$ cat config.mk
export PLATFORM = sky130hd
export DESIGN_NAME = instruction_cycle_timing
export DESIGN_NICKNAME = d
export VERILOG_FILES = /design/src/core/instr_pkg.sv /design/src/core/alu8.sv /design/src/core/instruction_cycle_timing.sv
export VERILOG_INCLUDE_DIRS = /design/src /design/src/core
export SDC_FILE = /design/constraint.sdc
export NUM_CORES = 1
export LEC_CHECK = 0
export CAP_MARGIN = 20
export CORE_ASPECT_RATIO = 1.75
export CORE_UTILIZATION = 25
export CTS_CLUSTER_DIAMETER = 60
export DETAILED_ROUTE_END_ITERATION = 8
export DONT_BUFFER_PORTS = 1
export HOLD_SLACK_MARGIN = 0.03
export PLACE_DENSITY = 0.49
export SLEW_MARGIN = 5
export SYNTH_ARGS = -nofsm -noshare
export SYNTH_HDL_FRONTEND = slang
export SYNTH_SLANG_ARGS = --single-unit
$ cat constraint.sdc
create_clock -name mclk_in -period 7.1 [get_ports mclk_in]
set_input_delay 0.355 -clock mclk_in [delete_from_list [all_inputs] [get_ports mclk_in]]
set_output_delay 0.355 -clock mclk_in [all_outputs]
set_load 0.1 [all_outputs]
$ cat src/core/core_map.svh
`ifndef CORE_MAP_SVH
`define CORE_MAP_SVH

// system clocks per instruction cycle and the last phase index
`define CLKS_PER_ICYCLE 4
`define PHASE_LAST 2'h3
// special data memory locations
`define PC_LOW_ADDR 8'h06
`define TBL_PTR_ADDR 8'h07
`define PORT_ADDR 8'h08
// reset values
`define PC_RST 11'h000
`define ACCUM_RST 8'h00
`define TBL_PTR_RST 8'h00
`define PORT_RST 8'h00

`endif

$ cat src/core/instr_pkg.sv
package instr_pkg;

	// instruction kinds
	typedef enum logic [3:0] {
		K_NOP = 4'b0000,
		K_ALU_MEM = 4'b0001,
		K_ALU_IMM = 4'b0010,
		K_MOVE_TO_MEM = 4'b0011,
		K_BIT_SET = 4'b0100,
		K_BIT_CLEAR = 4'b0101,
		K_JUMP = 4'b0110,
		K_CALL = 4'b0111,
		K_RETURN = 4'b1000,
		K_RETURN_IMM = 4'b1001,
		K_INT_RETURN = 4'b1010,
		K_SKIP_ZERO = 4'b1011,
		K_SKIP_BIT_ZERO = 4'b1100,
		K_SKIP_BIT_SET = 4'b1101,
		K_TABLE_READ = 4'b1110,
		K_POWER_DOWN = 4'b1111
	} kind_t;

	// alu functions
	typedef enum logic [3:0] {
		FN_PASS = 4'b0000,
		FN_ADD = 4'b0001,
		FN_ADD_CARRY = 4'b0010,
		FN_SUB = 4'b0011,
		FN_SUB_CARRY = 4'b0100,
		FN_AND = 4'b0101,
		FN_OR = 4'b0110,
		FN_XOR = 4'b0111,
		FN_COMPLEMENT = 4'b1000,
		FN_INC = 4'b1001,
		FN_DEC = 4'b1010,
		FN_ROT_RIGHT = 4'b1011,
		FN_ROT_LEFT = 4'b1100,
		FN_ROT_RIGHT_CARRY = 4'b1101,
		FN_ROT_LEFT_CARRY = 4'b1110
	} alu_fn_t;

	// program memory word
	typedef struct packed {
		kind_t kind;
		alu_fn_t fn;
		logic to_mem;
		logic [2:0] bit_idx;
		logic [10:0] operand;
	} instr_t;

	// alu answer
	typedef struct packed {
		logic [7:0] res;
		logic carry;
		logic carry_we;
		logic zero_we;
	} alu_res_t;

endpackage

$ cat src/core/alu8.sv
`timescale 1ns/10ps
module alu8 (
	input wire logic [7:0] a_in, // accumulator operand
	input wire logic [7:0] b_in, // memory or immediate operand
	input wire logic c_in, // carry flag
	input wire instr_pkg::alu_fn_t fn_in, // function
	output instr_pkg::alu_res_t res_out // result and flag updates
);
	// shared adder; subtract adds the inverse, carry high means no borrow
	wire is_sub = fn_in == instr_pkg::FN_SUB || fn_in == instr_pkg::FN_SUB_CARRY;
	wire use_c = fn_in == instr_pkg::FN_ADD_CARRY ||
		fn_in == instr_pkg::FN_SUB_CARRY;
	wire add_cin = use_c ? c_in : is_sub;
	wire [7:0] b_add = is_sub ? ~b_in : b_in;
	wire [8:0] sum = {1'b0, a_in} + {1'b0, b_add} + {8'h00, add_cin};

	// function select
	always_comb begin
		res_out = '{res: b_in, carry: c_in, carry_we: 1'b0, zero_we: 1'b0};
		case (fn_in)
			instr_pkg::FN_ADD, instr_pkg::FN_ADD_CARRY,
			instr_pkg::FN_SUB, instr_pkg::FN_SUB_CARRY: begin
				res_out = '{res: sum[7:0], carry: sum[8], carry_we: 1'b1,
					zero_we: 1'b1};
			end
			instr_pkg::FN_AND: res_out = '{a_in & b_in, c_in, 1'b0, 1'b1};
			instr_pkg::FN_OR: res_out = '{a_in | b_in, c_in, 1'b0, 1'b1};
			instr_pkg::FN_XOR: res_out = '{a_in ^ b_in, c_in, 1'b0, 1'b1};
			instr_pkg::FN_COMPLEMENT: res_out = '{~b_in, c_in, 1'b0, 1'b1};
			instr_pkg::FN_INC: res_out = '{b_in + 8'h01, c_in, 1'b0, 1'b1};
			instr_pkg::FN_DEC: res_out = '{b_in - 8'h01, c_in, 1'b0, 1'b1};
			instr_pkg::FN_ROT_RIGHT: begin
				res_out.res = {b_in[0], b_in[7:1]};
			end
			instr_pkg::FN_ROT_LEFT: begin
				res_out.res = {b_in[6:0], b_in[7]};
			end
			instr_pkg::FN_ROT_RIGHT_CARRY: begin
				res_out = '{{c_in, b_in[7:1]}, b_in[0], 1'b1, 1'b0};
			end
			instr_pkg::FN_ROT_LEFT_CARRY: begin
				res_out = '{{b_in[6:0], c_in}, b_in[7], 1'b1, 1'b0};
			end
			default: res_out.res = b_in;
		endcase
	end
endmodule

$ cat src/core/instruction_cycle_timing.sv
`timescale 1ns/10ps
`include "core_map.svh"
// Function
// - most instructions one cycle; jump, call, returns, table read take two
// - one instruction cycle is four system clocks
// - writing the program counter low byte costs one extra cycle
// - skip costs one cycle, plus one extra when the skip is taken
// - skip either runs the next instruction or resumes after it
// - moves are memory to accumulator, accumulator to memory, immediate
// - add reports carry above 255, subtract reports borrow below 0
// - increment and decrement change the value by exactly one
// - logical operations set zero flag exactly when result is zero
// - data operations take one operand through the accumulator
// - rotates shift the operand one bit left or right
// - carry rotates swap the outgoing bit and the old carry
// - call saves the return address, return resumes after it
// - bit set and clear change only the addressed bit
// - table read fetches fixed data from program memory
// - a dedicated instruction enters power-down
module instruction_cycle_timing #(
	parameter int PC_W = 11, // program address width
	parameter int DM_DEPTH = 64, // data memory bytes, power of two
	parameter int STACK_DEPTH = 8 // return address entries
) (
	input wire logic mclk_in, // system clock
	input wire logic rst_n_in, // async reset, active low
	input wire instr_pkg::instr_t prog_data_in, // program memory word
	input wire logic wake_in, // wake-up pin, asynchronous
	output logic [PC_W-1:0] prog_addr_out, // program memory address
	output logic [7:0] accum_out, // accumulator
	output logic zero_out, // zero flag
	output logic carry_out, // carry flag
	output logic [7:0] port_out, // output port latch
	output logic power_down_out, // core halted
	output logic icycle_last_out // high in last clock of each cycle
);
	localparam int DM_AW = $clog2(DM_DEPTH);
	localparam int SP_W = $clog2(STACK_DEPTH);

	logic [1:0] phase_r;
	logic flush_r;
	logic pd_r;
	logic wake_m_r;
	logic wake_s_r;
	logic icyc_r;
	instr_pkg::instr_t ir_r;
	logic [PC_W-1:0] pc_r;
	logic [PC_W-1:0] pc_nxt;
	logic [PC_W-1:0] prog_addr_r;
	logic [7:0] accum_r;
	logic [7:0] tblp_r;
	logic [7:0] port_r;
	logic zero_r;
	logic carry_r;
	logic [SP_W-1:0] sp_r;
	logic [PC_W-1:0] stack_r [STACK_DEPTH];
	logic [7:0] dm_r [DM_DEPTH];
	instr_pkg::alu_res_t alu_res;

	// phase and execute qualifiers
	wire cyc_end = phase_r == `PHASE_LAST;
	wire step = cyc_end && !flush_r && !pd_r;
	instr_pkg::kind_t k;
	assign k = ir_r.kind;
	wire k_alu = k == instr_pkg::K_ALU_MEM || k == instr_pkg::K_ALU_IMM;
	wire k_imm = k == instr_pkg::K_ALU_IMM || k == instr_pkg::K_RETURN_IMM;
	wire k_ret = k == instr_pkg::K_RETURN || k == instr_pkg::K_RETURN_IMM ||
		k == instr_pkg::K_INT_RETURN;
	wire k_goto = k == instr_pkg::K_JUMP || k == instr_pkg::K_CALL;
	wire k_skip = k == instr_pkg::K_SKIP_ZERO ||
		k == instr_pkg::K_SKIP_BIT_ZERO || k == instr_pkg::K_SKIP_BIT_SET;
	wire k_tab = k == instr_pkg::K_TABLE_READ;

	// data memory read with special locations in front
	wire [7:0] m_addr = ir_r.operand[7:0];
	wire is_pcl = m_addr == `PC_LOW_ADDR;
	wire is_tblp = m_addr == `TBL_PTR_ADDR;
	wire is_port = m_addr == `PORT_ADDR;
	wire in_dm = {24'h00_0000, m_addr} < DM_DEPTH;
	wire [7:0] dm_rd = dm_r[m_addr[DM_AW-1:0]];
	wire [7:0] m_rd = is_pcl ? pc_r[7:0] : is_tblp ? tblp_r :
		is_port ? port_r : in_dm ? dm_rd : 8'h00;

	// second operand: memory or immediate, the first is always the accumulator
	wire [7:0] b_op = k_imm ? ir_r.operand[7:0] : m_rd;

	alu8 u_alu (
		.a_in(accum_r),
		.b_in(b_op),
		.c_in(carry_r),
		.fn_in(ir_r.fn),
		.res_out(alu_res)
	);

	// bit operations and skip tests
	wire [7:0] bmask = 8'h01 << ir_r.bit_idx;
	wire bit_hi = |(m_rd & bmask);
	wire skip_hit = (k == instr_pkg::K_SKIP_ZERO && alu_res.res == 8'h00) ||
		(k == instr_pkg::K_SKIP_BIT_ZERO && !bit_hi) ||
		(k == instr_pkg::K_SKIP_BIT_SET && bit_hi);

	// memory write; a plain zero test writes nothing back
	wire skip_wr = k == instr_pkg::K_SKIP_ZERO &&
		ir_r.fn != instr_pkg::FN_PASS;
	wire m_we = step && (k == instr_pkg::K_MOVE_TO_MEM ||
		k == instr_pkg::K_BIT_SET || k == instr_pkg::K_BIT_CLEAR ||
		((k == instr_pkg::K_ALU_MEM || skip_wr) && ir_r.to_mem));
	wire [7:0] m_wd = k == instr_pkg::K_MOVE_TO_MEM ? accum_r :
		k == instr_pkg::K_BIT_SET ? (m_rd | bmask) :
		k == instr_pkg::K_BIT_CLEAR ? (m_rd & ~bmask) : alu_res.res;
	wire pcl_wr = m_we && is_pcl;

	// accumulator write
	wire a_we = step && (k == instr_pkg::K_ALU_IMM || k_tab ||
		k == instr_pkg::K_RETURN_IMM ||
		((k == instr_pkg::K_ALU_MEM || k == instr_pkg::K_SKIP_ZERO) &&
		!ir_r.to_mem));
	wire [7:0] a_wd = k_tab ? prog_data_in.operand[7:0] : alu_res.res;
	wire flag_upd = step && k_alu;

	// flow redirection drops the prefetched word
	wire redirect = k_goto || k_ret || k_tab || (k_skip && skip_hit) ||
		pcl_wr;
	wire [PC_W-1:0] stack_top = stack_r[sp_r - 1'b1];

	// next program counter
	always_comb begin
		pc_nxt = pc_r + 1'b1;
		if (pd_r) begin
			pc_nxt = pc_r;
		end else if (step && k_goto) begin
			pc_nxt = ir_r.operand[PC_W-1:0];
		end else if (step && k_ret) begin
			pc_nxt = stack_top;
		end else if (step && k_tab) begin
			pc_nxt = pc_r;
		end else if (pcl_wr) begin
			pc_nxt = {pc_r[PC_W-1:8], m_wd};
		end
	end

	// four-clock phase counter
	always_ff @(posedge mclk_in or negedge rst_n_in) begin
		if (!rst_n_in) begin
			phase_r <= 2'h0;
			icyc_r <= 1'b0;
		end else begin
			phase_r <= phase_r + 2'h1;
			icyc_r <= phase_r == 2'h2;
		end
	end

	// fetch, flush and program counter
	always_ff @(posedge mclk_in or negedge rst_n_in) begin
		if (!rst_n_in) begin
			pc_r <= `PC_RST;
			ir_r <= '0;
			flush_r <= 1'b1;
			prog_addr_r <= `PC_RST;
		end else begin
			if (phase_r == 2'h0) begin
				prog_addr_r <= (k_tab && !flush_r && !pd_r) ?
					{pc_r[PC_W-1:8], tblp_r} : pc_r;
			end
			if (cyc_end && !pd_r) begin
				pc_r <= pc_nxt;
				ir_r <= prog_data_in;
				flush_r <= step && redirect;
			end
		end
	end

	// accumulator, flags and special registers
	always_ff @(posedge mclk_in or negedge rst_n_in) begin
		if (!rst_n_in) begin
			accum_r <= `ACCUM_RST;
			zero_r <= 1'b0;
			carry_r <= 1'b0;
			tblp_r <= `TBL_PTR_RST;
			port_r <= `PORT_RST;
		end else begin
			if (a_we) accum_r <= a_wd;
			if (flag_upd && alu_res.zero_we) begin
				zero_r <= alu_res.res == 8'h00;
			end
			if (flag_upd && alu_res.carry_we) carry_r <= alu_res.carry;
			if (m_we && is_tblp) tblp_r <= m_wd;
			if (m_we && is_port) port_r <= m_wd;
		end
	end

	// data memory, no reset
	always_ff @(posedge mclk_in) begin
		if (m_we && in_dm && !is_pcl && !is_tblp && !is_port) begin
			dm_r[m_addr[DM_AW-1:0]] <= m_wd;
		end
	end

	// return address stack
	always_ff @(posedge mclk_in or negedge rst_n_in) begin
		if (!rst_n_in) begin
			sp_r <= '0;
		end else if (step && k == instr_pkg::K_CALL) begin
			sp_r <= sp_r + 1'b1;
		end else if (step && k_ret) begin
			sp_r <= sp_r - 1'b1;
		end
	end

	// stack storage
	always_ff @(posedge mclk_in) begin
		if (step && k == instr_pkg::K_CALL) stack_r[sp_r] <= pc_r;
	end

	// power-down and wake synchroniser
	always_ff @(posedge mclk_in or negedge rst_n_in) begin
		if (!rst_n_in) begin
			wake_m_r <= 1'b0;
			wake_s_r <= 1'b0;
			pd_r <= 1'b0;
		end else begin
			wake_m_r <= wake_in;
			wake_s_r <= wake_m_r;
			if (step && k == instr_pkg::K_POWER_DOWN) begin
				pd_r <= 1'b1;
			end else if (wake_s_r) begin
				pd_r <= 1'b0;
			end
		end
	end

	assign prog_addr_out = prog_addr_r;
	assign accum_out = accum_r;
	assign zero_out = zero_r;
	assign carry_out = carry_r;
	assign port_out = port_r;
	assign power_down_out = pd_r;
	assign icycle_last_out = icyc_r;
endmodule

=== Yosys cells after proc, flatten, opt, wreduce, memory -nomap -nowiden ===
Memory sizes are Yosys's and may differ from the RTL's.
Index checks and enable logic that the tools add are counted.
Widths: inputs -> output; s select.

* Bits in writable memories: 600
* Memories kept: 2
* Bits in registers: 81

* Eq/ne operators: 36
* Bitwise logic cells: 10
* Shift operators: 1
* Reductions and logical operators: 72
* Multiplexer cells: 26
* Magnitude comparators: 1
* $add $sub $neg: 8

{| class="wikitable"
|+ Memories
! memory !! words !! bits a word !! rd ports !! clocked after memory_dff !! wr ports !! RTL line !! RTL
|-
| dm_r || 64 || 8 || 1 || 0 || 1 || instruction_cycle_timing.sv:57 || <nowiki>logic [7:0] dm_r [DM_DEPTH];</nowiki>
|-
| stack_r || 8 || 11 || 1 || 0 || 1 || instruction_cycle_timing.sv:56 || <nowiki>logic [PC_W-1:0] stack_r [STACK_DEPTH];</nowiki>
|}

{| class="wikitable"
|+ Operator list
! kind !! number
|-
| $mux 8 || 11
|-
| $pmux 8 s11 || 1
|-
| $eq 4x4->1 const B || 15
|-
| $mux 11 || 4
|-
| $eq 4x3->1 const B || 8
|-
| $logic_and 1x1->1 || 30
|-
| $and 8x8->8 || 3
|-
| $logic_or 1x1->1 || 23
|-
| $eq 4x2->1 const B || 4
|-
| $eq 8x3->1 const B || 2
|-
| $not 8->8 || 2
|-
| $or 8x8->8 || 2
|-
| $pmux 3 s4 || 1
|-
| $add 11x1->11 const B || 1
|-
| $add 8x8->9 || 1
|-
| $add 9x1->9 || 1
|-
| $add 8x1->8 const B || 1
|-
| $eq 4x1->1 const B || 2
|-
| $eq 8x4->1 const B || 1
|-
| $logic_not 8->1 || 1
|-
| $lt 8x7->1 const B || 1
|-
| $reduce_or 8->1 || 1
|-
| $shl 1x3->8 const A || 1
|-
| $sub 8x1->8 const B || 1
|-
| other kinds (19) || 36
|}

=== Logic depth before layout (Yosys ltp) ===
* Word-level depth: 19
* Gate-level depth with buffers: 27
* Depth with buffers taken out: 22

=== Modules after synthesis ===
Synthesis repeated with hierarchy kept, for this count alone.

* Cell total of the unflattened synthesis: 2060
* Area total of the unflattened synthesis: 30135.2 um2

{| class="wikitable"
|+ By module, submodules not included
! module !! times used !! sequential area each (um2) !! area each (um2) !! cells an instance
|-
| instruction_cycle_timing || 1 || 20045.5 || 28290.9 || 1793
|-
| alu8 || 1 || 0.0 || 1844.3 || 267
|}

=== Least setup slack after synthesis ===
OpenSTA, ideal clock, no wires.

* Path kind: reg-to-reg
* Start: reg ir_r[2] (netlist name)
* End: mem dm_r[0][4] (data pin)
* Path slack: 0.946 ns
* Arrival time: 5.570 ns
* Period minus slack after synthesis: 6.154 ns
* Stages on the path, launching flop included: 25
* Required time: 6.516 ns
* Cells stage by stage: dfrtp_1 > buf_4 > buf_6 > buf_6 > nor3_1 > buf_2 > nand2_1 > buf_2 > o31ai_1 > nor2_1 > inv_1 > o21a_1 > xnor2_1 > fa_1 > inv_1 > fa_1 > nor2b_1 > o21ai_0 > nor3b_1 > nor2_1 > a21oi_1 > o21ai_0 > a31o_1 > o32ai_2 > o221ai_1

* Word-level cells in the longest chain between the ends: 14
* Elaborated cells on any way between the ends: 25
* Classes of those cells: add/sub: 4; order compare: 1; eq/ne: 3; mux: 10; bitwise: 6; memory: 1

{| class="wikitable"
|+ Ends and longest elaborated chain
! item !! RTL line !! RTL
|-
| start: declaration || instruction_cycle_timing.sv:46 || <nowiki>instr_pkg::instr_t ir_r;</nowiki>
|-
| start signal: assignment || instruction_cycle_timing.sv:167 || <nowiki>ir_r <= prog_data_in;</nowiki>
|-
| $mem_v2 64x8 or $lt 8x7->1 (tied branches) || -- ||
|-
| $mux 8 (2 in a row) || instruction_cycle_timing.sv:82 || <nowiki>is_port ? port_r : in_dm ? dm_rd : 8'h00;</nowiki>
|-
| $mux 8 (2 in a row) || instruction_cycle_timing.sv:81 || <nowiki>wire [7:0] m_rd = is_pcl ? pc_r[7:0] : is_tblp ? tblp_r :</nowiki>
|-
| $mux 8 || instruction_cycle_timing.sv:85 || <nowiki>wire [7:0] b_op = k_imm ? ir_r.operand[7:0] : m_rd;</nowiki>
|-
| $not 8->8 || alu8.sv:14, alu8.sv:29 ||
|-
| $mux 8 || alu8.sv:14 || <nowiki>wire [7:0] b_add = is_sub ? ~b_in : b_in;</nowiki>
|-
| $add 8x8->9 || alu8.sv:15 || <nowiki>wire [8:0] sum = {1'b0, a_in} + {1'b0, b_add} + {8'h00, add_cin};</nowiki>
|-
| $add 9x1->9 || alu8.sv:15 ||
|-
| $pmux 8 s11 || alu8.sv:20 || <nowiki>case (fn_in)</nowiki>
|-
| $mux 8 || instruction_cycle_timing.sv:110 || <nowiki>k == instr_pkg::K_BIT_CLEAR ? (m_rd & ~bmask) : alu_res.res;</nowiki>
|-
| $mux 8 (*) || instruction_cycle_timing.sv:109 || <nowiki>k == instr_pkg::K_BIT_SET ? (m_rd | bmask) :</nowiki>
|-
| $mux 8 (*) || instruction_cycle_timing.sv:108 || <nowiki>wire [7:0] m_wd = k == instr_pkg::K_MOVE_TO_MEM ? accum_r :</nowiki>
|-
| net m_wd[4] || instruction_cycle_timing.sv:108 ||
|-
| end: declaration || instruction_cycle_timing.sv:57 ||
|}

The timed path passes the listed nets; every way through them passes the cells marked *.

=== Worst setup path in the final report ===
* Start: reg ir_r[0] (netlist name)
* End: reg zero_r (netlist: zero_out)

* Word-level cells in the longest chain between the ends: 12
* Elaborated cells on any way between the ends: 21
* Classes of those cells: add/sub: 4; order compare: 1; eq/ne: 3; mux: 7; bitwise: 4; reduce/logical: 1; memory: 1

{| class="wikitable"
|+ Ends and longest elaborated chain
! item !! RTL line !! RTL
|-
| $mem_v2 64x8 or $lt 8x7->1 (tied branches) || -- ||
|-
| $mux 8 (2 in a row) || instruction_cycle_timing.sv:82 ||
|-
| $mux 8 (2 in a row) || instruction_cycle_timing.sv:81 ||
|-
| $mux 8 (*) || instruction_cycle_timing.sv:85 ||
|-
| $not 8->8 || alu8.sv:14, alu8.sv:29 ||
|-
| $mux 8 || alu8.sv:14 ||
|-
| $add 8x8->9 || alu8.sv:15 ||
|-
| $add 9x1->9 || alu8.sv:15 ||
|-
| $pmux 8 s11 (*) || alu8.sv:20 ||
|-
| $logic_not 8->1 (*) || instruction_cycle_timing.sv:184 || <nowiki>zero_r <= alu_res.res == 8'h00;</nowiki>
|-
| end signal: assignment || instruction_cycle_timing.sv:177 || <nowiki>zero_r <= 1'b0;</nowiki>
|-
| end signal: assignment || instruction_cycle_timing.sv:184 ||
|-
| end: declaration || instruction_cycle_timing.sv:53 || <nowiki>logic zero_r;</nowiki>
|}

Mark *: on every way between the ends. The rest lies on a longest branch, timed or not.
A chain may end at the register's enable or synchronous reset.

==> flow_summary.toml <==
[status]
status = "finished clean"

[logic_synthesis]
ys_ff_latch = 681
synth-edff-count = 600
ys_top_cells_by_count = "edfxtp_1 (600), nand2_1 (169), nor2_1 (168)"
syn_area_um2 = 30500
async_reset_ff_share_pct = 11.9
avgSynthCellArea_um2 = 14.1
netlist_top_cells_area = "edfxtp_1 (59%), dfrtp_1 (6.6%), mux4_2 (4.4%), mux2i_1 (2.9%), nand2_1 (2.1%)"
synth_top_cell_area_share_pct = 59.1
synth_most_common_cell = "edfxtp_1"
ys_types = 96
ys_warn_count = 0
syn_inst = 2166
yosysTopAreaCell = "edfxtp_1"
ys_seq_area_share_pct = 65.8
synthFlopType = "edfxtp_1"

[power_and_ir_drop]
switching_power_mw = 3.57
power.density_nw_per_um2 = 318
pwr-share-clk_pct = 32.2
p_int_mw = 7.66
pwr-share-seq_pct = 47.9
total_power_mw = 11.2
p_leak_nw = 11.9
power.share.combinational_pct = 19.9
switching_share_pct = 31.8
vdd_drop_max_mv = 0.245

[sta]
setup_viol = 0
rsz0062_at_grt = "no"
setup_tns_ps = 0
tightest_slew_ps = 1190
finalClockSkew_ps = 22.7
min_period_over_period_pct = 97.0
setup_slack_ps = 214
drv_slew = 0
max_freq_mhz = 145
max_slew_margin_pct = 20.1
final.min_clock_period_ps = 6890
hold_violations = 0

[clocking]
clock_sinks = 681
cts_inserted_buffers = 60
clock_path_buffers = 3
clkTransAtPathRegs_ps = 70
cts_tree = "built"
clk_latency_ps = 670
cts-root-buf = "clkbuf_16"
cts_htree_levels = 2

[cells_and_area]
drive_above_1_share_pct = 14.7
instances_no_fill = 3921
nNetsFinal = 2307
syn2layout_area_growth_pct = 15.8
fill_cells = 12200

[floorplanning]
die_area_um2 = 123000
die_w_um = 266
start_util_pct = 25.2
die_y_um = 464
core_um2 = 121000
io_pins = 57
rows = 169

[drt]
drc = 0
vias_per_cell = 5.04
first_iter_violations = 1885
num_vias = 19800
ant_nets = 0
wl_per_cell_um = 26.1
firstDrtPassIters = 6
wirelength_um = 102000

[global_route]
grt_use_total_pct = 16.3
grt_pass1_wl_um = 147000
grt_max_degree = 82
globalRouteOverflowTotal = 0
grt_antenna_before_repair = 3
grt_pass1_vias = 20300

[setup_path]
critPathCaptureType = "flip-flop"
crit_family = "compound AO/OA/AOI/OAI gates"
rrSetupSlack_ps = 210
r2r-start = "ir_r[0]$_DFFE_PN0P_"
crit_type = "reg2reg"
critPathMaxFanout = 20
worst_setup_path_start_kind = "flip-flop"
required_ps = 7690
reg2reg_to = "zero_out$_DFFE_PN0P_"
slowest_delay_ps = 650
ff2ff_path_depth = 22
arrival_ps = 7480
crit_slowest_cell = "dfrtp_4"
crit_buf_inv = 2
path_cells = "buf_4, mux2i_1, o22ai_1, o31ai_1, nand4_1, a2111oi_4, o21a_1, xnor2_1, fa_1, inv_1, fa_1, nor2b_1, o21ai_0, a21boi_0, nor2_1, a21oi_1, o21ai_0, a31o_1, o32ai_2, nand3_1, nor4b_2, mux2_2"

[placed_design]
io_buffers = 0
dpl.hpwl_um = 71500
dp.cells = 3779
place_ws_ps = 167
place.gp.congestion = 0.907

[min_path]
min_path_type = "in2async"

[job]
drv_cap = 0
## timing repair
item / CTS / global route
buffers inserted: 0 / 0
resized for setup: 0 / 1
hold buffers: 26 / 0
endpoints found under the hold margin: 113 / 0
endpoints found under the setup margin: 0 / 1
## cells by family after synthesis
| kind of cell | Yosys count | share of synthesized area (%) |
|---|---|---|
| other cells | 1 | 0.0123 |
| compound gates | 486 | 11.1 |
| fa+ha+maj | 39 | 1.67 |
| mux | 194 | 9.03 |
| simple gates | 543 | 8.47 |
| flops | 681 | 65.8 |
| buf+inv | 195 | 3.14 |
| xor+xnor | 27 | 0.776 |
## power by group through the flow
stage          logic [mW]  clock network (mW)  registers (mW)
2_1_floorplan        1.20                   0            5.50
3_3_place_gp         2.17                   0            5.49
3_5_place_dp         2.24                   0            5.47
4_1_cts              2.27                3.67            5.39
5_1_grt              2.38                3.80            5.41
6_report             2.23                3.62            5.38
## stage by stage
stage | hold WS [ps] | util [%] | area, um^2
floorplan | 59.4 | - | 30600
global placement | 62.0 | 27.1 | 32800
detailed placement | 61.9 | 27.1 | 32800
CTS | 236 | 29.2 | 35300
global route | 237 | 29.2 | 35300
finish | 260 | 29.2 | 35300
## sequential cells by signal (all words and copies together) (netlist names), 2 cells and up
name	count
prog_addr_out	11
tblp_r	8
sp_r	3
pc_r	11
phase_r	2
port_out	8
accum_out	8
ir_r	19
k	4
stack_r	88
dm_r	512
## worst max path at each step
stage / start / end / slack (ps) / cells past startpoint
after floorplan: ir_r[2]$_DFFE_PN0P_ / dm_r[0][4]$_DFFE_PP_ / 950 / 24
after global placement: ir_r[0]$_DFFE_PN0P_ / zero_out$_DFFE_PN0P_ / 140 / 23
after detailed placement: ir_r[0]$_DFFE_PN0P_ / zero_out$_DFFE_PN0P_ / 170 / 23
after CTS: ir_r[0]$_DFFE_PN0P_ / zero_out$_DFFE_PN0P_ / 130 / 23
after global routing: ir_r[0]$_DFFE_PN0P_ / zero_out$_DFFE_PN0P_ / 50 / 23
final: ir_r[0]$_DFFE_PN0P_ / zero_out$_DFFE_PN0P_ / 210 / 22
## area by class of cell
| class | instances | area, um^2 | share of cell area, % |
|---|---|---|---|
| clock buffers | 76 | 1690 | 4.78 |
| diodes | 3 | 7.51 | 0.0213 |
| flip-flops and latches | 681 | 20100 | 56.8 |
| repair buffers | 134 | 1190 | 3.38 |
| multi-input cells | 1313 | 9620 | 27.3 |
| well taps | 1624 | 2030 | 5.76 |
| inverters | 53 | 199 | 0.564 |
| clock inverters | 37 | 490 | 1.39 |
## per-layer routing
layer / part of all wire, % / vias to the layer above / track usage [%]
met1: 33 / 10000 / 16.7
met5: 0 / - / 0
met2: 53 / 902 / 30.4
met3: 5.3 / 295 / 1.97
li1: - / 8546 / -
met4: 8.0 / 0 / 11.7
## cell usage in the layout, fill, tap and decap left out, types with 24 or more instances in the layout
master	n
o21ai_0	84
ha_1	35
mux2_2	27
o22ai_1	40
edfxtp_1	600
dlygate4sd3_1	25
a22oi_1	31
conb_1	24
clkbuf_16	63
a21oi_1	89
nand2_1	169
mux4_2	59
mux2i_1	89
nand3_1	52
buf_4	97
dfrtp_1	77
nor2_1	167
inv_1	44
nand2b_1	26
a221oi_1	48
## worst reg2reg max path, delay by kind of cell, from the launching register on
family                   cells  cell delay [ps]
adder cells (fa/ha/maj)      2              710
AND/OR/NAND/NOR              5             1250
multiplexers                 2              570
buffers and inverters        2              500
AO/OA/AOI/OAI               10             2980
flip-flops                   1              650
XOR/XNOR                     1              160
Note: power is estimated with default switching activity, not from simulation.
